==> config.mk <==
export PLATFORM = sky130hd
export DESIGN_NAME = hsi_status_irq
export DESIGN_NICKNAME = d
export VERILOG_FILES = /design/src/hw/hsi_pkg.sv /design/src/hw/hsi_status_irq.sv
export SDC_FILE = /design/constraint.sdc
export NUM_CORES = 1
export LEC_CHECK = 0
export BUFFER_PORTS_ARGS = -buffer_cell sky130_fd_sc_hd__buf_2
export CAP_MARGIN = 20
export CORE_ASPECT_RATIO = 0.5
export CORE_MARGIN = 3
export CORE_UTILIZATION = 42
export DETAILED_ROUTE_END_ITERATION = 8
export PLACE_DENSITY = 0.85
export SETUP_SLACK_MARGIN = 0.15
export SKIP_CTS_REPAIR_TIMING = 1
export SLEW_MARGIN = 25
export SYNTH_ARGS = -nofsm -noshare
export SYNTH_HDL_FRONTEND = slang
export SYNTH_SLANG_ARGS = --single-unit
==> constraint.sdc <==
create_clock -name pclk -period 3.4 [get_ports pclk]
set_clock_uncertainty 0.15 [all_clocks]
set_input_delay 0.17 -clock pclk [delete_from_list [all_inputs] [get_ports pclk]]
set_output_delay 0.17 -clock pclk [all_outputs]
set_load 0.005 [all_outputs]
==> src/hw/hsi_pkg.sv <==
// Package of register offsets, field positions and reset values for the HDLC status block.
package hsi_pkg;
    // ==========================================
    // Register map. Offsets are word indices; the byte address is four times the index.
    localparam logic [7:0]  FLAGS_IDX      = 8'h01;
    localparam logic [7:0]  ENABLE_IDX     = 8'h02;
    localparam logic [11:0] FLAGS_ADDR     = {2'h0, FLAGS_IDX, 2'h0};
    localparam logic [11:0] ENABLE_ADDR    = {2'h0, ENABLE_IDX, 2'h0};
    // ==========================================
    // Field positions.
    localparam int          CODE_CHG_BIT   = 7;
    localparam int          PKT_END_BIT    = 6;
    localparam int          PKT_START_BIT  = 5;
    localparam int          RX_HALF_BIT    = 4;
    localparam int          RX_DATA_BIT    = 3;
    localparam int          TX_HALF_BIT    = 2;
    localparam int          TX_ROOM_BIT    = 1;
    localparam int          TX_DONE_BIT    = 0;
    localparam logic [7:0]  STICKY_MASK    = 8'he1;
    // ==========================================
    // Reset values.
    localparam logic [7:0]  FLAGS_RESET    = 8'h00;
    localparam logic [7:0]  ENABLE_RESET   = 8'h00;
    localparam logic [31:0] RDATA_RESET    = 32'h0000_0000;
    localparam logic        CODE_RESET     = 1'b0;
    // ==========================================
    // FIFO geometry.
    localparam int          FIFO_DEPTH     = 64;
endpackage : hsi_pkg

==> src/hw/hsi_status_irq.sv <==
// HDLC status flags, interrupt mask and APB register slave.
// Functional notes
// - Code detector state change sets bit 7.
// - Valid receive message end sets bit 6.
// - CRC error, overrun or abort set bit 6.
// - Packet opening byte sets bit 5.
// - Receive FIFO beyond half sets bit 4.
// - Receive FIFO not empty sets bit 3.
// - Transmit FIFO below half sets bit 2.
// - Transmit FIFO not full sets bit 1.
// - Transmit message finished sets bit 0.
// - Event flags latch, clear on status read.
// - Mask bits align; one enables interrupt.
`timescale 1ns/1ps
module hsi_status_irq
    import hsi_pkg::*;
#(
    parameter int RX_DEPTH = FIFO_DEPTH,
    parameter int TX_DEPTH = FIFO_DEPTH
) (
    input  wire logic        pclk,
    input  wire logic        presetn,
    input  wire logic        psel,
    input  wire logic        penable,
    input  wire logic        pwrite,
    input  wire logic [11:0] paddr,
    input  wire logic [31:0] pwdata,
    input  wire logic [3:0]  pstrb,
    output logic      [31:0] prdata,
    output logic             pready,
    output logic             pslverr,
    input  wire logic        code_detected,
    input  wire logic        rx_msg_valid,
    input  wire logic        rx_crc_error,
    input  wire logic        rx_overrun,
    input  wire logic        rx_abort,
    input  wire logic        rx_open_byte,
    input  wire logic [6:0]  rx_fifo_level,
    input  wire logic [6:0]  tx_fifo_level,
    input  wire logic        tx_msg_done,
    output logic             irq
);

    // ==========================================
    // Parameter checks.
    localparam int LVL_W = 7;
    if (RX_DEPTH < 2 || RX_DEPTH >= (1 << LVL_W) || TX_DEPTH < 2 || TX_DEPTH >= (1 << LVL_W))
    begin : g_bad_depth
        $error("FIFO depth out of range");
    end
    localparam logic [LVL_W-1:0] RX_HALF = LVL_W'(RX_DEPTH / 2);
    localparam logic [LVL_W-1:0] TX_HALF = LVL_W'(TX_DEPTH / 2);
    localparam logic [LVL_W-1:0] TX_FULL = LVL_W'(TX_DEPTH);

    function automatic logic addr_hit(input logic [11:0] a, input logic [11:0] target);
        addr_hit = (a[11:2] == target[11:2]);
    endfunction : addr_hit

    // ==========================================
    // APB decode. Zero wait states, so pready is always high.
    logic access;
    logic wr_en;
    logic rd_flags;
    logic mapped;
    assign access   = psel && penable;
    assign mapped   = addr_hit(paddr, FLAGS_ADDR) || addr_hit(paddr, ENABLE_ADDR);
    assign wr_en    = access && pwrite && addr_hit(paddr, ENABLE_ADDR) && pstrb[0];
    assign rd_flags = access && !pwrite && addr_hit(paddr, FLAGS_ADDR);
    assign pready   = 1'b1;
    assign pslverr  = access && !mapped;

    // ==========================================
    // The code-detect level comes from another block on this clock, so only an edge register.
    logic code_q;
    always_ff @(posedge pclk or negedge presetn) begin
        if (!presetn) begin
            code_q <= CODE_RESET;
        end else begin
            code_q <= code_detected;
        end
    end

    // ==========================================
    // Sticky event flags. A new event in the clearing read cycle wins over the clear.
    logic [7:0] event_set;
    logic [7:0] sticky_q;
    logic [7:0] sticky_d;
    always_comb begin
        event_set                = 8'h00;
        event_set[CODE_CHG_BIT]  = code_q ^ code_detected;
        event_set[PKT_END_BIT]   = rx_msg_valid
                                 | rx_crc_error | rx_overrun | rx_abort;
        event_set[PKT_START_BIT] = rx_open_byte;
        event_set[TX_DONE_BIT]   = tx_msg_done;
        sticky_d = (rd_flags ? 8'h00 : sticky_q) | event_set;
        sticky_d = sticky_d & STICKY_MASK;
    end
    always_ff @(posedge pclk or negedge presetn) begin
        if (!presetn) begin
            sticky_q <= FLAGS_RESET;
        end else begin
            sticky_q <= sticky_d;
        end
    end

    // ==========================================
    // Live level flags, not latched, so reads do not disturb them.
    logic [7:0] level_d;
    logic [7:0] level_q;
    always_comb begin
        level_d              = 8'h00;
        level_d[RX_HALF_BIT] = rx_fifo_level > RX_HALF;
        level_d[RX_DATA_BIT] = rx_fifo_level != '0;
        level_d[TX_HALF_BIT] = tx_fifo_level < TX_HALF;
        level_d[TX_ROOM_BIT] = tx_fifo_level < TX_FULL;
    end
    always_ff @(posedge pclk or negedge presetn) begin
        if (!presetn) begin
            level_q <= FLAGS_RESET;
        end else begin
            level_q <= level_d;
        end
    end

    // ==========================================
    // Interrupt enable register.
    logic [7:0] enable_q;
    always_ff @(posedge pclk or negedge presetn) begin
        if (!presetn) begin
            enable_q <= ENABLE_RESET;
        end else if (wr_en) begin
            enable_q <= pwdata[7:0];
        end
    end

    always_ff @(posedge pclk or negedge presetn) begin
        if (!presetn) begin
            irq <= 1'b0;
        end else begin
            irq <= |(sticky_d & enable_q) | |(level_q & enable_q);
        end
    end

    // ==========================================
    // Read data. Loaded at the setup edge from the next flag value, so an event
    // in the setup cycle is reported before the access edge clears it.
    logic [31:0] rdata_q;
    always_ff @(posedge pclk or negedge presetn) begin
        if (!presetn) begin
            rdata_q <= RDATA_RESET;
        end else if (psel && !penable) begin
            rdata_q <= RDATA_RESET;
            if (addr_hit(paddr, FLAGS_ADDR)) begin
                rdata_q[7:0] <= sticky_d | level_d;
            end else if (addr_hit(paddr, ENABLE_ADDR)) begin
                rdata_q[7:0] <= enable_q;
            end
        end
    end
    assign prdata = rdata_q;

endmodule : hsi_status_irq

# After elaboration in Yosys (flattened, before gate mapping)
# Index checks and enable logic that the tools add are counted.
# W data, S select, Z words.
[classes]
n_mux = 3
n_eq_ne = 2
n_lt_le_gt_ge = 3
bitwise_logic = 9
reduce_logical = 15
[ops]
columns = ["operator", "n"]
rows = [
  ["$mux W8", 3],
  ["$reduce_or A8 Y1", 2],
  ["$eq A10 B1 Y1 const B", 1],
  ["$eq A10 B2 Y1 const B", 1],
  ["$and A5 B8 Y8", 1],
  ["$and A8 B8 Y8", 1],
  ["$logic_and A1 B1 Y1", 8],
  ["$or A8 B5 Y8", 1],
  ["$or A8 B8 Y8", 1],
  ["$gt A7 B6 Y1 const B", 1],
  ["$lt A7 B6 Y1 const B", 1],
  ["$lt A7 B7 Y1 const B", 1],
  ["$reduce_bool A7 Y1", 1],
  ["$or A1 B1 Y1", 4],
  ["$logic_not A1 Y1", 3],
  ["$logic_or A1 B1 Y1", 1],
  ["$xor A1 B1 Y1", 1],
]
[word_totals]
regBits = 26
input_bits = 74
out_inout_bits = 35
elab_cells = 38

# Depth between registers and ports, before layout
# Gate-level depths: netlist (run 1).
[depth]
word_depth = 8
depth_mapped = 5
ltp_nobuf = 4

# Worst setup path after synthesis (run 1)
# No wires, ideal clock.
[synth_timing]
path_kind = "input port to flip-flop"
from = "in paddr[5]"
to = "reg enable_q[0]"
arrival_ns = 1.670
n_path_buf = 1
setup_slack_ns = 1.455
path_stages = 4
required_time_ns = 3.125
path_cell_list = "or4_1 -> clkbuf_1 -> nor4_4 -> mux2_2"
[synth_via]
elab_chain_cells = 3
[synth_lines]
columns = ["element", "line", "text"]
rows = [
  ["start, declared", "hsi_status_irq.sv:26", "input wire logic [11:0] paddr,"],
  ["$eq A10 B2 Y1", "hsi_status_irq.sv:56", "addr_hit = (a[11:2] == target[11:2]);"],
  ["$logic_and A1 B1 Y1 (2 in series)", "hsi_status_irq.sv:67", "assign wr_en = access && pwrite && addr_hit(paddr, ENABLE_ADDR) && pstrb[0];"],
  ["end signal, assigned", "hsi_status_irq.sv:132", "enable_q <= pwdata[7:0];"],
  ["end, declared", "hsi_status_irq.sv:127", "logic [7:0] enable_q;"],
]
# Every way passes these cells.
# A chain may end at the register's enable or synchronous reset.

# Worst setup path after layout (run 1)
[layout_timing]
from = "in paddr[9]"
to = "reg enable_q[7]"
# Same word-level chain as after synthesis.

==> metrics, run 1 <==
placed cell areas 1540 µm²; drt wl/cell 13.7 µm; WL final 3.17 mm; # IOs 109; most frequent cells in the layout buf_2, dfrtp_1, conb_1, dlygate4sd3_1, nand2_1; Syn. warnings 0; final net count 270; placed cell count 213; Clock transition at path regs 90 ps; GR Overflow Total 0; Seq. cell area 651 µm²; number of global-route vias before repair 1016; CTS root buf clkbuf_8; achievable frequency 516 MHz; Tcrit/Tclk final 56.9%; die height 46.3 µm; antenna diode count 0; initial DRC count 103; Hold Crit Class in2reg; multi-input logic area 597 µm²; RSZ-0062 raised after global routing false; GP Congestion 0.796; #FFs+latches synth 26; post-synthesis cell type count 27; Power per Cell Area 362 nW/µm²; most common cell after layout, fill and taps aside buf_2; global-route wire length before repair 4.71 mm; Main synth FF type dfrtp_1; Max-Cap Viols 0; setup slack after layout 1460 ps; pre-CTS WS 1120 ps; final setup fails 0; CP max FO 8; Die Span X 86.6 µm; fill count 212; Detailed Routing Iterations Pass 1 4; clk buf depth 2; Setup crit end kind register; via count 1176; Hold Violations, Final 0; residual DRC count 0; Worst VDD drop 0.199 mV; overall global routing resource usage 15.4%; Placement Rows 13; critical path class in2reg; DP HPWL 2.31 mm; count of final max-slew check failures 0; synthesized instance count 132; CTS tree built; CP required 3410 ps; Leak 0.906 nW; Core ar. 2830 µm²; Netlist Area Pre-Place 1370 µm²; Syn-to-layout area delta 29.2%; CTS sink count 26; EDFF count, synth 0; part of the Yosys area used for sequential elements 47.7%; leading area contributor after synthesis dfrtp_1; initial antenna violation count 0; via density per instance 5.07; largest net degree at the start of global routing 27; die area 4010 µm²; slew at the pin with the worst max-slew slack 871 ps; Rel. slew slack 41.4%; sum of negative setup slack 0 ps; design area 1760 µm²; H-tree levels 1; Startpoint Class input port; Yosys top cell area share 47.7%; worst skew pair latency 270 ps; Port Buffers 49; Post-Layout Cell Count 232; syn avg cell area 10.3 µm²; Detail Route Antenna Nets 0; Async SR Flop Fraction 100%; top cells by area, synth dfrtp_1, buf_4, mux2_2; Critical Path AT 1950 ps; share of cells above drive strength 1 31.8%; status finished, final reports clean; Starting Density 48.2%; Final min period 1940 ps; CTS Buf Count 3
sequential cells by signal, indices dropped and copies added (netlist names):
register  flops
enable_q      8
prdata        8
irq           1
level_q       4
code_q        1
sticky_q      4
synthesized netlist by cell type (2+ instances only):
library cell / instances
dfrtp_1: 26
buf_4: 25
nand2_1: 13
a22oi_1: 10
mux2_2: 8
a21o_1: 5
a21oi_1: 5
nor2_1: 5
o21ai_0: 5
nand2b_1: 3
nor4_1: 3
or4_1: 3
a2bb2oi_1: 2
clkbuf_1: 2
conb_1: 2
nand3_1: 2
nand3b_1: 2
nor2b_1: 2
per-stage QoR:
stage	hold slack, ps	total power (W)	utilization, %
6_report	0.190	0.000639	62.3
5_1_grt	10.5	0.000663	62.3
4_1_cts	-257	0.000628	57.0
3_5_place_dp	44.5	0.000375	54.5
3_3_place_gp	33.6	0.000373	54.5
2_1_floorplan	-276	0.000363	-
kinds of logic (layout without fill, tap and decap cells):
| group | count (synthesis) | in the layout | share of synthesized area (%) |
|---|---|---|---|
| DFF | 26 | 26 | 47.7 |
| other | 2 | 25 | 0.550 |
| and+or+nand+nor | 36 | 36 | 14.6 |
| muxes | 8 | 8 | 6.60 |
| xor gates and xnor gates | 1 | 1 | 0.642 |
| AOI/OAI and AO/OA | 30 | 30 | 15.0 |
| buffers and inverters | 29 | 69 | 14.9 |
power breakdown:
group	switching (W)	internal (W)
clock network	0.0000978	0.000158
logic	0.0000354	0.0000349
registers	0.00000126	0.000312
critical path, cell delays in order:
cell and delay, ps:
buf_2 90, or4_1 640, nor4_4 640, mux2_2 410
routing by layer:
| layer | up-vias | track usage [%] | routed length [µm] |
|---|---|---|---|
| met5 | - | 0 | 0 |
| met4 | 0 | 3.73 | 51 |
| met3 | 4 | 4.46 | 269 |
| met2 | 58 | 28.1 | 1660 |
| met1 | 573 | 18.4 | 1190 |
| li1 | 541 | - | - |
worst paths after layout:
| kind | start | endpoint | slack (ps) | depth (start not counted) |
|---|---|---|---|---|
| worst max-delay path | paddr[9] | enable_q[7] | 1460 | 4 |
| worst min-delay path | rx_fifo_level[5] | level_q[3] | 0.2 | 2 |
| worst max register to register | enable_q[0] | irq | 2000 | 4 |
| worst min register to register | prdata[0] | prdata[0] | 340 | 2 |
| max in group asynchronous | presetn | prdata[0] | 2480 | 2 |
| min in group asynchronous | presetn | enable_q[4] | 250 | 2 |
final cells by class:
type	instances	area share (%)
multi-input combinational	100	33.8
clock buffer	3	2.34
tap	37	2.62
sequential	26	36.9
timing repair buffer	64	22.4
clock inverter	1	1.70
inverter	1	0.213
Power figures use the tool's default switching activity.
==> inputs of run 2 (changes only) <==
ABC_AREA = 1   (was unset)
CORE_UTILIZATION = 39   (was 42)
PLACE_DENSITY = 0.79   (was 0.85)
clock period = 1.9 ns   (was 3.4 ns; I/O delays follow)
==> run 2 against run 1 <==
Critical path type unchanged. Utilization shrank 5.6 points. Area after synthesis increased by 1.8%. Cell count grew 22%.
==> metrics, run 2 <==
status finished, final reports clean; worst min-delay path startpoint rx_fifo_level[1]; DP HPWL 2.23 mm; clk buf depth 2; CP max FO 3; final setup fails 0; top cells by count, synth nand2_1, nor2_1, dfrtp_1; most common cell after layout, fill and taps aside buf_2; delay-heaviest family, CP buffers and inverters; Placement Rows 14; EDFF count, synth 0; Syn. warnings 0; WL final 2.99 mm; Die Span X 90.4 µm; setup slack after layout 228 ps; largest net degree at the start of global routing 27; Endpoint, Worst Hold level_q[3]; Starting Density 43.4%; Worst Path Buf+Inv 3; Async SR Flop Fraction 100%; Main synth FF type dfrtp_1; #FFs+latches synth 26; Clock transition at path regs 80 ps; final net count 311; r2r setup slk 550 ps; CTS Buf Count 3; initial antenna violation count 0; overall global routing resource usage 12.4%; Startpoint Class input port; count of final max-slew check failures 0; Tcrit/Tclk final 88.0%; GP Congestion 0.809; fill count 301; Critical Path AT 1670 ps; R2R cell count 3; via count 1198; most frequent cells in the layout buf_2, nor2_1, nand2_1, dfrtp_1, conb_1; CTS root buf clkbuf_8; WHS Path Cells 4; sum of negative setup slack 0 ps; Port Buffers 49; Hold Violations, Final 0; Slowest-stage cell, CP dlygate4sd3_1; Yosys top cell area share 46.8%; die area 4360 µm²; Most common cell on crit path dlygate4sd3_1; Detailed Routing Iterations Pass 1 4; worst path cell trace dlygate4sd3_1, buf_2, nor4_1, nand2_1, dlygate4sd3_1; Core ar. 3210 µm²; CP required 1900 ps; Syn-to-layout area delta 30.8%; leading area contributor after synthesis dfrtp_1; Setup crit end kind register; CTS tree built; Final Total Pwr 0.00106 W; via density per instance 4.23; antenna diode count 0; top cells by area, synth dfrtp_1, buf_4, nand2_1; post-synthesis cell type count 23; CTS sink count 26; worst skew pair latency 270 ps; Detail Route Antenna Nets 0; synthesized instance count 167; die height 48.2 µm; critical path class in2reg; part of the Yosys area used for sequential elements 46.8%; residual DRC count 0; Seq. cell area 651 µm²; drt wl/cell 10.6 µm; # IOs 109; Rel. slew slack 63.4%; Core Util, Final 56.7%; worst r2r src sticky_q[6]; syn avg cell area 8.32 µm²; Leak 0.966 nW; Worst VDD drop 0.217 mV; Netlist Area Pre-Place 1390 µm²; Hold Crit Class in2reg; global-route wire length before repair 4.13 mm; initial DRC count 36; number of global-route vias before repair 936; slew at the pin with the worst max-slew slack 549 ps; multi-input logic area 554 µm²; H-tree levels 1; share of cells above drive strength 1 28.1%; pre-CTS WS 364 ps; capturing point of the worst reg2reg path sticky_q[6]; GR Overflow Total 0; CP max stage delay 580 ps; achievable frequency 598 MHz; Final min period 1670 ps; RSZ-0062 raised after global routing false; Power per Cell Area 582 nW/µm²; Max-Cap Viols 0
==> run 2: changes by cell type after synthesis, sizes merged, moves of 5 or more <==
cell / delta
a21o: -5
a21oi: +6
a22oi: -10
inv: +16
mux2: -8
nand2: +18
nor2: +26
o21ai: +5
==> run 2: cells by family (layout without fill, tap and decap cells) <==
logic type      count (synthesis)  count (layout)  share of synthesized area [%]
compound gates                 24              24                           11.1
xor+xnor                        1               1                          0.630
flops                          26              26                           46.8
simple gates                   69              69                           21.4
other cells                     2              25                          0.540
buf+inv                        45              90                           19.5
==> run 2: how the worst max path moves through the flow <==
stage | start | to | slack [ps] | cells past startpoint
6_report | rx_abort | sticky_q[6] | 230 | 5
3_3_place_gp | paddr[7] | enable_q[0] | 400 | 9
2_1_floorplan | paddr[7] | enable_q[3] | 700 | 9
5_1_grt | rx_abort | sticky_q[6] | 180 | 5
4_1_cts | paddr[7] | pslverr | 640 | 8
3_5_place_dp | paddr[7] | enable_q[6] | 360 | 9
==> run 2: metal layers <==
| metal | track usage (%) | share of wire, % | vias up |
|---|---|---|---|
| li1 | - | - | 606 |
| met2 | 21.9 | 50 | 52 |
| met3 | 3.85 | 7.0 | 6 |
| met4 | 6.38 | 2.0 | 0 |
| met5 | 0 | 0 | - |
| met1 | 14.5 | 41 | 534 |
==> run 2: final cells by class <==
class | instances | area share [%]
multi-input cells | 119 | 30.5
flip-flops and latches | 26 | 35.8
clock buffers | 3 | 2.27
well taps | 48 | 3.30
inverters | 18 | 3.79
repair buffers | 69 | 24.4
==> run 2: worst register-to-register path: stages, from the launching register on <==
cell and delay (ps):
dfrtp_1 360, nand2_1 60, nand2_1 80, dlygate4sd3_1 580
==> run 2: metrics by stage <==
| stage | instance area (µm²) | hold slack [ps] | instances |
|---|---|---|---|
| final | 1820 | 4.14 | 283 |
| after global routing | 1820 | 16.8 | 283 |
| after CTS | 1630 | -324 | 264 |
| after detailed placement | 1590 | -31.8 | 261 |
| after global placement | 1590 | -46.5 | 261 |
| after floorplan | 1480 | -351 | 190 |
==> run 2: power breakdown <==
part / internal (W) / total [W] / switching, W
combinational: 0.0000872 / 0.000169 / 0.0000819
clock: 0.000142 / 0.000301 / 0.000159
sequential: 0.000577 / 0.000589 / 0.0000114
